## src/design/can_rx_pkg.sv

```systemverilog
`default_nettype none
package can_rx_pkg;
	// byte offsets of the map; a buffer block is 14 words
	localparam logic [7:0] OFF_BUF0 = 8'h00;
	localparam logic [7:0] OFF_BUF1 = 8'h40;
	localparam logic [7:0] OFF_STATUS = 8'h80;
	localparam logic [7:0] OFF_ERRCNT = 8'h84;
	localparam logic [3:0] REG_CTRL = 4'h0;
	localparam logic [3:0] REG_SIDH = 4'h1;
	localparam logic [3:0] REG_SIDL = 4'h2;
	localparam logic [3:0] REG_EIDH = 4'h3;
	localparam logic [3:0] REG_EIDL = 4'h4;
	localparam logic [3:0] REG_DLC = 4'h5;
	localparam logic [3:0] REG_DATA0 = 4'h6;
	localparam logic [3:0] REG_DATA7 = 4'hd;
	// control register fields
	localparam int CTRL_FULL_BIT = 7;
	localparam int CTRL_MODE_LSB = 5;
	localparam int CTRL_RTR_BIT = 3;
	localparam int CTRL_DBEN_BIT = 2;
	localparam int CTRL_JUMP_BIT = 1;
	// status register fields
	localparam int STAT_OVF0_BIT = 7;
	localparam int STAT_OVF1_BIT = 6;
	localparam int STAT_PASSIVE_BIT = 3;
	localparam int STAT_WARN_BIT = 1;
	// bits that hold storage; the rest read zero
	localparam logic [7:0] SIDL_MASK = 8'hfb;
	localparam logic [7:0] DLC_MASK = 8'h4f;
	localparam logic [7:0] CTRL_RESET = 8'h00;
	localparam logic [7:0] ERRCNT_RESET = 8'h00;
	// acceptance modes
	localparam logic [1:0] MODE_ALL_VALID = 2'h0;
	localparam logic [1:0] MODE_STD_ONLY = 2'h1;
	localparam logic [1:0] MODE_EXT_ONLY = 2'h2;
	localparam logic [1:0] MODE_ANY = 2'h3;
	// error counter thresholds
	localparam logic [7:0] WARN_LIMIT = 8'h5f;
	localparam logic [7:0] PASSIVE_LIMIT = 8'h7f;
	localparam logic [7:0] ERR_RECOVER = 8'h77;
	localparam logic [7:0] ERR_MAX = 8'hff;
	localparam logic [7:0] ERR_STEP_BIG = 8'h08;
	localparam logic [2:0] LAST_FILTER = 3'h5;
	localparam logic [1:0] RESP_OKAY = 2'h0;
	localparam logic [1:0] RESP_SLVERR = 2'h2;
endpackage : can_rx_pkg
`default_nettype wire

```

## src/design/can_receive_buffers.sv

```systemverilog
`timescale 1ns/1ps
`default_nettype none
module can_receive_buffers
	import can_rx_pkg::*;
#(
	parameter int ADDR_W = 8
) (
	// clock and reset
	input wire logic clk,
	input wire logic reset_n,
	// register bus
	input wire logic [ADDR_W-1:0] awaddr,
	input wire logic awvalid,
	output logic awready,
	input wire logic [31:0] wdata,
	input wire logic [3:0] wstrb,
	input wire logic wvalid,
	output logic wready,
	output logic [1:0] bresp,
	output logic bvalid,
	input wire logic bready,
	input wire logic [ADDR_W-1:0] araddr,
	input wire logic arvalid,
	output logic arready,
	output logic [31:0] rdata,
	output logic [1:0] rresp,
	output logic rvalid,
	input wire logic rready,
	// frame from the receive engine, one-cycle strobe
	input wire logic msgValid,
	input wire logic msgError,
	input wire logic msgExt,
	input wire logic msgRtr,
	input wire logic [28:0] msgId,
	input wire logic [3:0] msgDlc,
	input wire logic [63:0] msgData,
	input wire logic [2:0] msgFilter,
	// error counting events
	input wire logic recErrInc,
	input wire logic recErrIncBig,
	input wire logic recOk,
	// status
	output logic [1:0] bufferFull,
	output logic errorPassive,
	output logic receiveWarning
);
	typedef struct packed {
		logic [1:0] full;
		logic [1:0][1:0] mode;
		logic [1:0] rtrRo;
		logic dben;
		logic filtHitLow;
		logic [2:0] filtHit1;
		logic [1:0][7:0] sidh;
		logic [1:0][7:0] sidl;
		logic [1:0][7:0] eidh;
		logic [1:0][7:0] eidl;
		logic [1:0][7:0] dlc;
		logic [1:0][7:0][7:0] data;
		logic ovf0;
		logic ovf1;
		logic [7:0] errCnt;
		logic passive;
		logic warn;
		logic awHeld;
		logic wHeld;
		logic [ADDR_W-1:0] awAddr;
		logic [7:0] wByte;
		logic wLane0;
		logic bvalid;
		logic [1:0] bresp;
		logic rvalid;
		logic [31:0] rdata;
		logic [1:0] rresp;
	} state_t;

	state_t state;
	state_t next_state;

	// {buffer hit, buffer select, sub index}
	function automatic logic [5:0] addrDecode(input logic [ADDR_W-1:0] a);
		logic [7:0] byteAddr;
		logic [3:0] sub;
		logic hit;
		byteAddr = 8'(a);
		sub = byteAddr[5:2];
		hit = (byteAddr[7] == 1'b0) && (byteAddr[1:0] == 2'b00) && (sub <= REG_DATA7);
		return {hit, byteAddr[6], sub};
	endfunction : addrDecode

	function automatic logic modeAccepts(input logic [1:0] mode, input logic err, input logic ext);
		logic ok;
		ok = 1'b0;
		unique case (mode)
			MODE_ANY: ok = 1'b1;
			MODE_EXT_ONLY: ok = !err && ext;
			MODE_STD_ONLY: ok = !err && !ext;
			MODE_ALL_VALID: ok = !err;
		endcase
		return ok;
	endfunction : modeAccepts

	// acceptance and steering decisions
	logic isLowFilter;
	logic isHighFilter;
	logic ok0;
	logic ok1;
	logic store0;
	logic store1;
	logic overflow0;
	logic overflow1;
	logic redirect;
	assign isLowFilter = msgValid && (msgFilter < 3'h2);
	assign isHighFilter = msgValid && (msgFilter >= 3'h2) && (msgFilter <= LAST_FILTER);
	assign ok0 = modeAccepts(state.mode[0], msgError, msgExt);
	assign ok1 = modeAccepts(state.mode[1], msgError, msgExt);
	assign redirect = isLowFilter && ok0 && state.full[0] && state.dben;
	assign store0 = isLowFilter && ok0 && !state.full[0];
	assign store1 = (redirect || isHighFilter) && ok1 && !state.full[1];
	assign overflow0 = isLowFilter && ok0 && state.full[0] && !state.dben;
	assign overflow1 = (redirect || isHighFilter) && ok1 && state.full[1];

	logic writeNow;
	logic [5:0] wDec;
	logic [5:0] rDec;
	assign writeNow = state.awHeld && state.wHeld && !state.bvalid;
	assign wDec = addrDecode(state.awAddr);
	assign rDec = addrDecode(araddr);

	assign awready = !state.awHeld && !state.bvalid;
	assign wready = !state.wHeld && !state.bvalid;
	assign arready = !state.rvalid;
	assign bvalid = state.bvalid;
	assign bresp = state.bresp;
	assign rvalid = state.rvalid;
	assign rdata = state.rdata;
	assign rresp = state.rresp;
	assign bufferFull = state.full;
	assign errorPassive = state.passive;
	assign receiveWarning = state.warn;

	function automatic logic [7:0] readBufferReg(input state_t s, input logic b, input logic [3:0] sub);
		logic [7:0] v;
		logic [3:0] di;
		v = 8'h00;
		di = sub - REG_DATA0;
		unique case (sub)
			REG_CTRL: begin
				v[CTRL_FULL_BIT] = s.full[b];
				v[CTRL_MODE_LSB +: 2] = s.mode[b];
				v[CTRL_RTR_BIT] = s.rtrRo[b];
				if (!b) begin
					v[CTRL_DBEN_BIT] = s.dben;
					v[CTRL_JUMP_BIT] = s.dben;
					v[0] = s.filtHitLow;
				end else begin
					v[2:0] = s.filtHit1;
				end
			end
			REG_SIDH: v = s.sidh[b];
			REG_SIDL: v = s.sidl[b] & SIDL_MASK;
			REG_EIDH: v = s.eidh[b];
			REG_EIDL: v = s.eidl[b];
			REG_DLC: v = s.dlc[b] & DLC_MASK;
			default: v = s.data[b][di[2:0]];
		endcase
		return v;
	endfunction : readBufferReg

	always_comb begin
		logic b;
		logic [3:0] sub;
		logic [3:0] di;
		logic [7:0] wb;
		logic [7:0] byteAddr;
		logic tb;
		logic [7:0] cnt;
		next_state = state;
		b = wDec[4];
		sub = wDec[3:0];
		di = sub - REG_DATA0;
		wb = state.wByte;
		byteAddr = 8'(state.awAddr);
		tb = 1'b0;
		cnt = state.errCnt;

		// register bus, write channel
		if (awvalid && awready) begin
			next_state.awHeld = 1'b1;
			next_state.awAddr = awaddr;
		end
		if (wvalid && wready) begin
			next_state.wHeld = 1'b1;
			next_state.wByte = wdata[7:0];
			next_state.wLane0 = wstrb[0];
		end
		if (state.bvalid && bready) begin
			next_state.bvalid = 1'b0;
		end
		if (writeNow) begin
			next_state.awHeld = 1'b0;
			next_state.wHeld = 1'b0;
			next_state.bvalid = 1'b1;
			next_state.bresp = RESP_OKAY;
			if (wDec[5]) begin
				if (state.wLane0) begin
					unique case (sub)
						REG_CTRL: begin
							if (!wb[CTRL_FULL_BIT]) begin
								next_state.full[b] = 1'b0;
							end
							next_state.mode[b] = wb[CTRL_MODE_LSB +: 2];
							if (!b) begin
								next_state.dben = wb[CTRL_DBEN_BIT];
							end
						end
						REG_SIDH: next_state.sidh[b] = wb;
						REG_SIDL: next_state.sidl[b] = wb & SIDL_MASK;
						REG_EIDH: next_state.eidh[b] = wb;
						REG_EIDL: next_state.eidl[b] = wb;
						REG_DLC: next_state.dlc[b] = wb & DLC_MASK;
						default: next_state.data[b][di[2:0]] = wb;
					endcase
				end
			end else if (byteAddr == OFF_STATUS) begin
				if (state.wLane0 && !wb[STAT_OVF0_BIT]) begin
					next_state.ovf0 = 1'b0;
				end
				if (state.wLane0 && !wb[STAT_OVF1_BIT]) begin
					next_state.ovf1 = 1'b0;
				end
			end else if (byteAddr != OFF_ERRCNT) begin
				next_state.bresp = RESP_SLVERR;
			end
		end

		// register bus, read channel
		if (state.rvalid && rready) begin
			next_state.rvalid = 1'b0;
		end
		if (arvalid && arready) begin
			next_state.rvalid = 1'b1;
			next_state.rresp = RESP_OKAY;
			next_state.rdata = 32'h0000_0000;
			if (rDec[5]) begin
				next_state.rdata[7:0] = readBufferReg(state, rDec[4], rDec[3:0]);
			end else if (8'(araddr) == OFF_STATUS) begin
				next_state.rdata[STAT_OVF0_BIT] = state.ovf0;
				next_state.rdata[STAT_OVF1_BIT] = state.ovf1;
				next_state.rdata[STAT_PASSIVE_BIT] = state.passive;
				next_state.rdata[STAT_WARN_BIT] = state.warn;
			end else if (8'(araddr) == OFF_ERRCNT) begin
				next_state.rdata[7:0] = state.errCnt;
			end else begin
				next_state.rresp = RESP_SLVERR;
			end
		end

		// message store; placed after software writes so a set beats a clear
		if (store0 || store1) begin
			tb = store1;
			next_state.full[tb] = 1'b1;
			next_state.rtrRo[tb] = msgRtr;
			next_state.sidh[tb] = msgExt ? msgId[28:21] : msgId[10:3];
			next_state.sidl[tb] = {msgExt ? msgId[20:18] : msgId[2:0],
				msgExt ? 1'b0 : msgRtr,
				msgExt,
				1'b0,
				msgExt ? msgId[17:16] : 2'b00};
			next_state.eidh[tb] = msgExt ? msgId[15:8] : 8'h00;
			next_state.eidl[tb] = msgExt ? msgId[7:0] : 8'h00;
			next_state.dlc[tb] = {1'b0, msgRtr, 2'b00, msgDlc};
			for (int i = 0; i < 8; i++) begin
				next_state.data[tb][i] = msgData[8*i +: 8];
			end
			if (store0) begin
				next_state.filtHitLow = msgFilter[0];
			end else begin
				next_state.filtHit1 = msgFilter;
			end
		end
		if (overflow0) begin
			next_state.ovf0 = 1'b1;
		end
		if (overflow1) begin
			next_state.ovf1 = 1'b1;
		end

		// receive error counter; no path from here to bus-off
		if (recErrIncBig) begin
			cnt = (cnt > ERR_MAX - ERR_STEP_BIG) ? ERR_MAX : cnt + ERR_STEP_BIG;
		end else if (recErrInc) begin
			cnt = (cnt == ERR_MAX) ? ERR_MAX : cnt + 8'h01;
		end else if (recOk) begin
			if (cnt > PASSIVE_LIMIT) begin
				cnt = ERR_RECOVER;
			end else if (cnt != 8'h00) begin
				cnt = cnt - 8'h01;
			end
		end
		next_state.errCnt = cnt;
		next_state.passive = cnt > PASSIVE_LIMIT;
		next_state.warn = (cnt > WARN_LIMIT) && (cnt <= PASSIVE_LIMIT);
	end

	always_ff @(posedge clk or negedge reset_n) begin
		if (!reset_n) begin
			state <= '0;
		end else begin
			state <= next_state;
		end
	end

	// checks
	property p_store_sets_full;
		@(posedge clk) disable iff (!reset_n)
		store0 |=> state.full[0] && state.filtHitLow == $past(msgFilter[0]);
	endproperty
	a_store_sets_full: assert property (p_store_sets_full) else $error("buffer 0 store lost");

	property p_error_rejected;
		@(posedge clk) disable iff (!reset_n)
		(isLowFilter && msgError && state.mode[0] != MODE_ANY && !state.full[0]) |=> !state.full[0];
	endproperty
	a_error_rejected: assert property (p_error_rejected) else $error("erroneous frame stored");

	property p_redirect;
		@(posedge clk) disable iff (!reset_n)
		(redirect && ok1 && !state.full[1]) |=> state.full[1] && state.filtHit1 == $past(msgFilter);
	endproperty
	a_redirect: assert property (p_redirect) else $error("overflow not redirected");

	property p_no_overwrite;
		@(posedge clk) disable iff (!reset_n)
		(isLowFilter && ok0 && state.full[0] && !state.dben) |=> state.ovf0 && $stable(state.rtrRo[0]);
	endproperty
	a_no_overwrite: assert property (p_no_overwrite) else $error("full buffer 0 disturbed");

	property p_low_code_needs_dben;
		@(posedge clk) disable iff (!reset_n)
		$rose(state.full[1]) && state.filtHit1 < 3'h2 |-> $past(state.dben);
	endproperty
	a_low_code_needs_dben: assert property (p_low_code_needs_dben) else $error("bad filter code");

	property p_separate_flags;
		@(posedge clk) disable iff (!reset_n)
		(store0 && !writeNow) |=> state.full[1] == $past(state.full[1]) && $stable(state.mode[1]);
	endproperty
	a_separate_flags: assert property (p_separate_flags) else $error("buffer 1 flags disturbed");

	property p_srr_ext;
		@(posedge clk) disable iff (!reset_n)
		store0 |=> state.sidl[0][4] == (!state.sidl[0][3] && state.rtrRo[0]);
	endproperty
	a_srr_ext: assert property (p_srr_ext) else $error("substitute bit set on extended");

	property p_passive;
		@(posedge clk) disable iff (!reset_n)
		errorPassive == (state.errCnt > PASSIVE_LIMIT);
	endproperty
	a_passive: assert property (p_passive) else $error("passive state mismatch");

	property p_warn;
		@(posedge clk) disable iff (!reset_n)
		receiveWarning == (state.errCnt > WARN_LIMIT && state.errCnt <= PASSIVE_LIMIT);
	endproperty
	a_warn: assert property (p_warn) else $error("warning flag mismatch");

	property p_bvalid_holds;
		@(posedge clk) disable iff (!reset_n)
		bvalid && !bready |=> bvalid && $stable(bresp);
	endproperty
	a_bvalid_holds: assert property (p_bvalid_holds) else $error("write response dropped");
endmodule : can_receive_buffers
`default_nettype wire

```

## config.mk

```make
export PLATFORM = sky130hd
export DESIGN_NAME = can_receive_buffers
export DESIGN_NICKNAME = d
export VERILOG_FILES = /design/src/design/can_rx_pkg.sv /design/src/design/can_receive_buffers.sv
export SDC_FILE = /design/constraint.sdc
export NUM_CORES = 1
export LEC_CHECK = 0
export ABC_AREA = 1
export BUFFER_PORTS_ARGS = -buffer_cell sky130_fd_sc_hd__clkbuf_2
export CELL_PAD_IN_SITES_DETAIL_PLACEMENT = 1
export CELL_PAD_IN_SITES_GLOBAL_PLACEMENT = 1
export CORE_ASPECT_RATIO = 0.75
export CORE_MARGIN = 1
export CORE_UTILIZATION = 38
export DETAILED_ROUTE_END_ITERATION = 6
export PLACE_DENSITY_LB_ADDON = 0.1
export SYNTH_ARGS = -nofsm -noshare
export SYNTH_HDL_FRONTEND = slang
export SYNTH_SLANG_ARGS = --single-unit
```

## constraint.sdc

```tcl
create_clock -name clk -period 1.7 [get_ports clk]
set_clock_uncertainty 0.05 [all_clocks]
set_input_delay 0.085 -clock clk [delete_from_list [all_inputs] [get_ports clk]]
set_output_delay 0.085 -clock clk [all_outputs]
set_load 0.005 [all_outputs]
```

# Word-level counts from Yosys, hierarchy flattened
# Cells that the tools add are included.
[classes] n_addsub=5 magnitude_cmp=18 eq_ne=23 mux=132 n_bitwise=7 reduce_logical=70
[ops] cell="bitwise mux 128 bit" n=9
[ops] cell="2-to-1 mux 208 bit" n=3
[ops] cell="demux 64 bit (select 1 bit)" n=9
[ops] cell="2-to-1 mux 64 bit" n=4
[ops] cell="2-to-1 mux 210 bit" n=1
[ops] cell="2-to-1 mux 8 bit" n=25
[ops] cell="bitwise mux 16 bit" n=10
[ops] cell="2-to-1 mux 128 bit" n=1
[ops] cell="2-to-1 mux 16 bit" n=6
[ops] cell="2-to-1 mux 56 bit" n=1
[ops] cell="2-to-1 mux 48 bit" n=1
[ops] cell="2-to-1 mux 40 bit" n=1
[ops] cell="2-to-1 mux 35 bit" n=1
[ops] cell="equality test 8 bit (second input constant)" n=4
[ops] cell="logical AND 1 bit" n=32
[ops] cell="2-to-1 mux 2 bit" n=16
[ops] cell="2-to-1 mux 32 bit" n=1
[ops] cell="binary-select mux 8 bit (select 3 bit)" n=1
[ops] cell="demux 8 bit (select 3 bit)" n=1
[ops] cell="> comparator 8 x 7 -> 1 bit (second input constant)" n=3
[ops] cell="2-to-1 mux 24 bit" n=1
[ops] cell="2-to-1 mux 6 bit" n=4
[ops] cell="one-hot mux 4 bit (6 select lines)" n=1
[ops] cell="nonzero test 2 bit" n=10
[ops] cell="other kinds (46)" n=109
[word_totals] register_bits=266 inputBits=166 out_inout_bits=45 wordCells=303

# Depth between registers and ports, before layout
# Gate-level depths: netlist of the first run.
[depth] word_depth=22 mapped_depth=13 ltp_nobuf=12

# Worst setup path before layout of the first run
# Ideal clock, no wire load.
[synth_timing] path_kind="register -> register" start="register state, in the netlist bvalid" end="register state[108] in the netlist's numbering" setup_ns=0.124 arrival_ns=1.636 required_ns=1.526 path_slack_ns=-0.110 stages_incl_launch_ff=11 path_cell_list="dfrtp_1 -> inv_2 -> nand3_4 -> nor2_2 -> buf_4 -> nand3_4 -> nor2_4 -> buf_4 -> nand2_1 -> o211ai_1 -> nand2_1"
[synth_lines] item="from (decl)" line="can_receive_buffers.sv:77" rtl="state_t state;"
[synth_lines] item="from (signal assigned)" line="can_receive_buffers.sv:310" rtl="state <= next_state;"

==> impl_metrics.yaml, run 1 <==
floorplan:
  die_w_um: 237
  dieArea_sq_mm: 0.0423
  fp.dieH_um: 178
  ios: 211
  core_area_sq_mm: 0.0408
  num_rows: 64
  start_util_pct: 38.6
critical_path:
  cp_top_family: "buffers and inverters"
  r2r_cells: 10
  worst-setup-path-type: "register to register"
  endpoint_kind: "register"
  crit_path_start_kind: "register"
  rr_startpoint: "state[284]"
  reg2reg_to: "state[168]"
  slowest_delay_ns: 0.41
  cp_num_buf_inv: 4
  cp_max_fo: 8
  critPathArrivalTime_ns: 2.64
  slowest_stage: "dfrtp_1"
  r2r_setup_slack_ns: -0.46
  crit_chain: "inv_2 -> nand2_2 -> o211ai_4 -> nand3_4 -> o21ai_4 -> buf_6 -> buf_12 -> buf_12 -> nand4_1 -> nand2_2"
  cp.required_ns: 2.17
clock_tree:
  cts-buffers-inserted: 30
  root_buffer: "clkbuf_16"
  cts.htree.levels: 1
  cts_tree: "yes"
  clkSlewWorstSetupHoldPaths_ns: 0.07
  worstSkewPairLatency_ns: 0.61
  cts_sinks: 256
  clockBufferDepth: 3
pwr:
  design_power_total_uw: 24700
  power.density_mw_per_mm2: 983
  leakagePower_uw: 0.0123
  peakVddDrop_uv: 952
route:
  drt_wl_total_um: 91300
  routed-via-count: 20400
  viasPerCell: 6.04
  drt_iter0_drc: 2214
  post_drt_wl_per_cell_um: 27.1
  first_pass_iters: 5
  drc_errors: 0
  ant_nets: 0
layout:
  fin_area_sq_mm: 0.0251
  areaGrowthSynthToFinish_pct: 59.6
  n_antenna_cell: 0
  nNetsFinal: 2992
  final_cell_mix: "777 x nand2_1, 248 x dfrtp_1, 197 x buf_4, 155 x clkbuf_2, 150 x nand2_2"
  drive_above_1_share_pct: 34.2
  fin_util_pct: 61.6
  layout_commonest_cell: "nand2_1"
sta:
  post-route-period-util_pct: 127
  finalSetupTns_ns: -62.41
  rsz0062_at_grt: "yes"
  fmax_mhz: 463
  final_max_slew_viol_count: 0
  min_period_ns: 2.16
  relSlewSlack_pct: 32.6
  hold_ws_ns: 0.0687
  fin_ws_ns: -0.462
  worst_pin_slew_ns: 1.01
  hold_violations: 0
  setup_violations: 216
place:
  hpwl_um: 49200
  globalplace.congestion: 0.921
  io_buffers: 157
  place_area_sq_mm: 0.0186
outcome:
  violations: "negative setup slack"
  outcome: "finished with violations"
global_routing:
  antenna_found_initial: 1
  grt_pass1_vias: 19400
  grt_max_degree: 57
  grt_pass1_wl_um: 117000
  globalRouteOverflowTotal: 0
  grtUsageTotal_pct: 36.4
logic_synthesis:
  yosysWarnings: 0
  synthArstFlopShare_pct: 100
  ys_ff_latch: 256
  synth_cell_types: 41
  synthFlopType: "dfrtp_1"
  syn-mean-instance-area_sq_um: 6.81
  synthCells: 2314
  syn_area_sq_mm: 0.0157
  ys_seq_area_share_pct: 40.7
  synth_edf_count: 0
min_path:
  worstHoldEndpoint: "state[233]"
  hold_depth: 4
  hold_path.class: "input port to register"
  hp-start: "msgExt"
job:
  drv_cap: 0
==> Yosys cell counts (20+ instances only) <==
cell type / number / area [sq um]
nand3_1: 78 / 390
a31oi_1: 20 / 125
buf_2: 36 / 180
o21ai_0: 189 / 946
nor3_1: 24 / 120
dfrtp_1: 256 / 6410
o21ai_1: 40 / 200
nor2_1: 145 / 544
inv_1: 100 / 375
clkbuf_1: 91 / 342
nand2_1: 1010 / 3790
o211ai_1: 44 / 330
a21oi_1: 31 / 155
nand4_1: 133 / 832
buf_4: 47 / 353
==> what timing repair did <==
| item | CTS | global route |
|---|---|---|
| buffers inserted | 38 | 31 |
| endpoints found under the hold margin | 501 | 0 |
| hold buffers | 132 | 0 |
| endpoints found under the setup margin | 215 | 225 |
| gates cloned | 29 | 29 |
| pin swaps | 62 | 130 |
| resized for setup | 188 | 512 |
==> cell families after synthesis <==
group	after synthesis	synth area share (%)
simple gates	1423	38.3
compound gates	330	11.6
buf+inv	295	8.77
flops	256	40.7
fa+ha+maj	5	0.397
xor+xnor	3	0.167
other cells	1	0.0238
mux	1	0.0715
==> cell type report <==
cell class / instances / area, sq um
multi-input combinational: 1791 / 9940
clock inverter: 7 / 110
tap: 528 / 661
clock buffer: 49 / 973
sequential: 256 / 6420
inverter: 108 / 430
fill: 4831 / 15700
timing repair inverter: 2 / 50.0
timing repair buffer: 632 / 6560
==> worst max-delay path by stage <==
stage / from / end / cells past startpoint
2_1_floorplan: state[51] / state[108] / 12
3_3_place_gp: araddr[2] / rdata[7] / 11
3_5_place_dp: state[48] / state[139] / 12
4_1_cts: state[48] / state[196] / 12
5_1_grt: state[50] / state[260] / 10
6_report: state[284] / state[168] / 10
==> worst reg2reg max path: stages, from the launching register on <==
cell and delay, ns:
dfrtp_1 0.41, inv_2 0.12, nand2_2 0.09, o211ai_4 0.12, nand3_4 0.12, o21ai_4 0.28
buf_6 0.21, buf_12 0.20, buf_12 0.17, nand4_1 0.19, nand2_2 0.13
==> state kept, by name, indices dropped and copies added (netlist names) <==
signal	cells
bresp	1
bufferFull	2
rresp	1
rvalid	1
bvalid	1
errorPassive	1
rdata	8
state	240
receiveWarning	1
==> stage by stage <==
stage                     std cells  setup WS [ns]
after floorplan                2339        -0.0808
after global placement         3067         -0.184
after detailed placement       3067         -0.258
after CTS                      3322         -0.179
after global routing           3373         -0.488
final                          3373         -0.462
==> power by group <==
part           internal, uW  total [uW]  switching, uW
Combinational          3570        9710           6140
Sequential             6890        7690            804
Clock                  4330        7310           2970
Total                 14800       24700           9920
==> per-layer routing <==
metal  part of all wire (%)  vias up  GRT usage, %  wire length (um)
met5                  0.014        -             0                13
met4                    6.7        2          11.3              6120
met3                     10      446          5.40              9210
met2                     44     1348          58.7             40600
met1                     39    10000          50.4             35400
li1                       -     8568             -                 -
Note: power is estimated with default switching activity, not from simulation.
==> run 2, diff against run 1 <==
--- a/config.mk
+++ b/config.mk
@@ -14,6 +14,7 @@
 export CORE_UTILIZATION = 38
 export DETAILED_ROUTE_END_ITERATION = 6
 export PLACE_DENSITY_LB_ADDON = 0.1
+export RECOVER_POWER = 100
 export SYNTH_ARGS = -nofsm -noshare
 export SYNTH_HDL_FRONTEND = slang
 export SYNTH_SLANG_ARGS = --single-unit
==> run 2 against run 1 <==
Net effect:
- the flow still finishes with violations (negative setup slack)
- global-route usage stayed put
- core utilization is 0.20 points lower
- sequential share of layout area is 0.078 points higher
- largest cell class unchanged
==> impl_metrics.yaml, run 2 (same netlist as run 1, synthesis figures left out) <==
clock_tree:
  cts_tree: "yes"
  worstSkewPairLatency_ns: 0.61
  root_buffer: "clkbuf_16"
  cts.htree.levels: 1
  cts_sinks: 256
  cts-buffers-inserted: 30
  clkSlewWorstSetupHoldPaths_ns: 0.07
  clockBufferDepth: 3
route:
  viasPerCell: 6.04
  drc_errors: 0
  first_pass_iters: 6
  routed-via-count: 20400
  post_drt_wl_per_cell_um: 27.1
  ant_nets: 0
  drt_wl_total_um: 91200
  drt_iter0_drc: 2279
sta:
  rsz0062_at_grt: "yes"
  worst_pin_slew_ns: 1.05
  setup_violations: 218
  post-route-period-util_pct: 127
  final_max_slew_viol_count: 0
  min_period_ns: 2.16
  fin_ws_ns: -0.461
  relSlewSlack_pct: 29.7
  hold_ws_ns: 0.0717
  hold_violations: 0
  fmax_mhz: 463
layout:
  nNetsFinal: 2992
  areaGrowthSynthToFinish_pct: 59.1
  final_cell_mix: "779 x nand2_1, 249 x dfrtp_1, 184 x buf_4, 149 x clkbuf_2, 148 x nand2_2"
  layout_commonest_cell: "nand2_1"
  top_register: "state"
  drive_above_1_share_pct: 33.5
  fin_area_sq_mm: 0.0251
  largest_reg_flops: 240
  n_antenna_cell: 0
  finalNonFillerCells: 3373
floorplan:
  fp.dieH_um: 178
  die_w_um: 237
  core_area_sq_mm: 0.0408
  start_util_pct: 38.6
  num_rows: 64
  dieArea_sq_mm: 0.0423
  ios: 211
global_routing:
  antenna_found_initial: 1
  globalRouteOverflowTotal: 0
  grt_max_degree: 57
  grtUsageTotal_pct: 36.4
  grt_pass1_vias: 19400
  grt_pass1_wl_um: 117000
critical_path:
  endpoint_kind: "register"
  critPathArrivalTime_ns: 2.63
  cp_num_buf_inv: 4
  cp.required_ns: 2.17
  cp_max_fo: 8
  crit_path_start_kind: "register"
  r2r_setup_slack_ns: -0.46
  slowest_stage: "dfrtp_1"
  worst-setup-path-type: "register to register"
  cp_top_family: "buffers and inverters"
  crit_chain: "inv_2 -> nand2_2 -> o211ai_4 -> nand3_4 -> o21ai_4 -> buf_6 -> buf_12 -> buf_12 -> nand4_1 -> nand2_2"
  slowest_delay_ns: 0.40
place:
  globalplace.congestion: 0.921
  io_buffers: 157
  dp_cells: 3067
  hpwl_um: 49200
  place_area_sq_mm: 0.0186
pwr:
  power.density_mw_per_mm2: 983
  peakVddDrop_uv: 955
  leakagePower_uw: 0.0122
  design_power_total_uw: 24600
min_path:
  hold_path.class: "input port to register"
outcome:
  violations: "negative setup slack"
  outcome: "finished with violations"
job:
  drv_cap: 0
run 2: path summary, 6_finish.rpt:
check / end / cells past startpoint / from
min in group asynchronous: state[158] / 3 / reset_n
min: state[233] / 4 / msgExt
max reg2reg: state[168] / 10 / state[284]
max in group asynchronous: state[75] / 4 / reset_n
min reg2reg: rdata[4] / 2 / rdata[4]
max: state[168] / 10 / state[284]
run 2: layer usage:
metal / vias to the layer above / GRT usage, % / wire (um)
met3: 428 / 5.40 / 8920
met4: 2 / 11.3 / 5920
met1: 10000 / 50.4 / 35800
met2: 1350 / 58.7 / 40600
met5: - / 0 / 13
li1: 8549 / - / -
run 2: metrics by stage:
| stage | setup slack [ns] | TNS (ns) | utilization, % |
|---|---|---|---|
| 2_1_floorplan | -0.0808 | -1.11 | - |
| 3_3_place_gp | -0.184 | -12.08 | 45.6 |
| 3_5_place_dp | -0.258 | -26.36 | 45.6 |
| 4_1_cts | -0.179 | -22.20 | 55.6 |
| 5_1_grt | -0.488 | -67.10 | 61.4 |
| 6_report | -0.461 | -61.75 | 61.4 |
run 2: power by group:
| part | switching (uW) | leakage, uW | internal (uW) |
|---|---|---|---|
| Combinational | 6120 | 0.00841 | 3520 |
| Clock | 2970 | 0.000539 | 4330 |
| Sequential | 806 | 0.00330 | 6890 |
run 2: final cells by class:
| class | count | area, sq um |
|---|---|---|
| clock buffer | 49 | 973 |
| clock inverter | 7 | 110 |
| fill | 4843 | 15800 |
| inverter | 108 | 430 |
| multi-input combinational | 1791 | 9930 |
| sequential | 256 | 6410 |
| tap | 528 | 661 |
| timing repair buffer | 632 | 6490 |
| timing repair inverter | 2 | 50.0 |
run 2: what timing repair did:
item                       4_1_cts  5_1_grt
hold buffers                   132        0
setup endpoints to repair      215      225
gates cloned                    29       29
gates resized for setup        188      512
pin swaps                       62      130
setup buffers                   38       31
hold endpoints to repair       501        0
run 2: tightest hold or removal path, cell delays in order:
cell      delay (ns)
clkbuf_2        0.15
buf_4           0.27
nand2_1         0.12
o21ai_1         0.06
==> run 3, diff against run 2 <==
--- a/config.mk
+++ b/config.mk
@@ -9,7 +9,7 @@
 export BUFFER_PORTS_ARGS = -buffer_cell sky130_fd_sc_hd__clkbuf_2
 export CELL_PAD_IN_SITES_DETAIL_PLACEMENT = 1
 export CELL_PAD_IN_SITES_GLOBAL_PLACEMENT = 1
-export CORE_ASPECT_RATIO = 0.75
+export CORE_ASPECT_RATIO = 0.7
 export CORE_MARGIN = 1
 export CORE_UTILIZATION = 38
 export DETAILED_ROUTE_END_ITERATION = 6
==> run 3 against run 2 <==
Net effect:
- design area is 4.5% lower
- register-to-register slack gained 0.06 ns
- routed wire length down 6.7%
- sequential share of layout area rose by 1.2 points
- cell count about the same
- the flow still finishes with violations (negative setup slack)
- critical path depth rose by 4
- setup slack better by 0.058 ns
- hold slack better by 0.0079 ns
==> impl_metrics.yaml, run 3 (same netlist as run 1, synthesis figures left out) <==
outcome:
  outcome: "finished with violations"
  violations: "negative setup slack"
route:
  drt_wl_total_um: 85100
  first_pass_iters: 6
  post_drt_wl_per_cell_um: 25.2
  routed-via-count: 19700
  drt_iter0_drc: 1944
  ant_nets: 0
  viasPerCell: 5.83
  drc_errors: 0
layout:
  finalNonFillerCells: 3372
  n_antenna_cell: 0
  nNetsFinal: 2987
  final_cell_mix: "824 x nand2_1, 248 x dfrtp_1, 208 x buf_4, 151 x clkbuf_2, 134 x nor2_1"
  largest_reg_flops: 240
  layout_commonest_cell: "nand2_1"
  top_register: "state"
  fin_area_sq_mm: 0.0239
  drive_above_1_share_pct: 30.7
  areaGrowthSynthToFinish_pct: 51.9
critical_path:
  endpoint_kind: "register"
  startpoint: "state[47]"
  rr_startpoint: "state[47]"
  worst-setup-path-type: "register to register"
  crit_path_start_kind: "register"
  critPathArrivalTime_ns: 2.53
  cp.required_ns: 2.12
  cp_max_fo: 8
sta:
  hold_violations: 0
  worst_pin_slew_ns: 1.24
  fin_ws_ns: -0.402
  fmax_mhz: 476
  min_period_ns: 2.10
  post-route-period-util_pct: 124
  final_max_slew_viol_count: 0
  relSlewSlack_pct: 17.6
  rsz0062_at_grt: "yes"
  setup_violations: 213
global_routing:
  grtUsageTotal_pct: 37.0
  antenna_found_initial: 1
  grt_max_degree: 67
  globalRouteOverflowTotal: 0
  grt_pass1_wl_um: 118000
  grt_pass1_vias: 19100
clock_tree:
  clkSlewWorstSetupHoldPaths_ns: 0.07
  cts_sinks: 256
  worstSkewPairLatency_ns: 0.58
  cts-buffers-inserted: 29
  cts_tree: "yes"
  cts.htree.levels: 1
  clockBufferDepth: 3
  root_buffer: "clkbuf_16"
pwr:
  peakVddDrop_uv: 931
  leakagePower_uw: 0.0120
  design_power_total_uw: 23800
  power.density_mw_per_mm2: 996
place:
  hpwl_um: 49900
  io_buffers: 157
  place_area_sq_mm: 0.0189
  dp_cells: 3096
  globalplace.congestion: 0.929
floorplan:
  ios: 211
  fp.dieH_um: 172
  core_area_sq_mm: 0.0403
  num_rows: 61
  die_w_um: 245
  start_util_pct: 39.1
  dieArea_sq_mm: 0.0423
min_path:
  hold_path.class: "input port to register"
  hp-start: "araddr[7]"
job:
  drv_cap: 0
==> run 3: cell type report <==
type                            instances  area, sq um
Fill cell                            4958        16400
Inverter                              108          419
Clock inverter                         16          163
Multi-Input combinational cell       1789         9460
Tap cell                              535          669
Timing Repair Buffer                  632         6000
Sequential cell                       256         6420
Clock buffer                           36          802
==> run 3: stage by stage <==
step	hold slack (ns)	utilization (%)	TNS, ns	setup slack, ns
floorplan	-0.261	-	-1.11	-0.0808
global placement	-0.0684	46.8	-16.39	-0.155
detailed placement	-0.0655	46.8	-30.29	-0.300
CTS	0.0387	56.2	-20.81	-0.209
global route	0.101	59.4	-56.50	-0.455
finish	0.0796	59.4	-41.74	-0.402
==> run 3: worst max-delay path: stages (launching register included) <==
cell	delay [ns]
dfrtp_1	0.37
inv_2	0.08
nand2_4	0.07
nor2_4	0.10
nand2_4	0.07
nor2_4	0.12
buf_12	0.13
buf_12	0.10
buf_12	0.10
nand4_1	0.19
buf_6	0.23
nand2_1	0.09
o21ai_1	0.11
nand2_1	0.12
nand2_1	0.06
==> run 3: final timing paths <==
| check | to | slack, ns | cells past startpoint |
|---|---|---|---|
| worst min register to register | state[283] | 0.44 | 2 |
| worst max-delay path | state[177] | -0.40 | 14 |
| worst max register to register | state[177] | -0.40 | 14 |
| min in group asynchronous | state[138] | 0.86 | 3 |
| worst min-delay path | rresp[1] | 0.08 | 6 |
| max in group asynchronous | state[63] | 0.01 | 3 |
==> run 3: per-layer routing <==
layer | share of wire (%) | GRT usage [%] | vias up
met1 | 41 | 52.3 | 9803
met5 | 0.014 | 0 | -
met4 | 4.0 | 11.2 | 2
met3 | 9.4 | 6.39 | 247
li1 | - | - | 8535
met2 | 45 | 57.5 | 1082
==> run 3: report_power, final <==
group	internal (uW)	leakage (uW)	switching, uW	total, uW
logic	3540	0.00820	5940	9470
clock network	3780	0.000478	2870	6650
registers	6890	0.00330	822	7710
total	14200	0.0120	9630	23800
==> run 3: timing repair <==
item / 4_1_cts / 5_1_grt
gates resized for setup: 252 / 362
hold endpoints to repair: 502 / 0
endpoints found under the setup margin: 219 / 227
cloned: 24 / 9
hold buffers: 132 / 0
buffers inserted: 30 / 33
pin swaps: 50 / 112
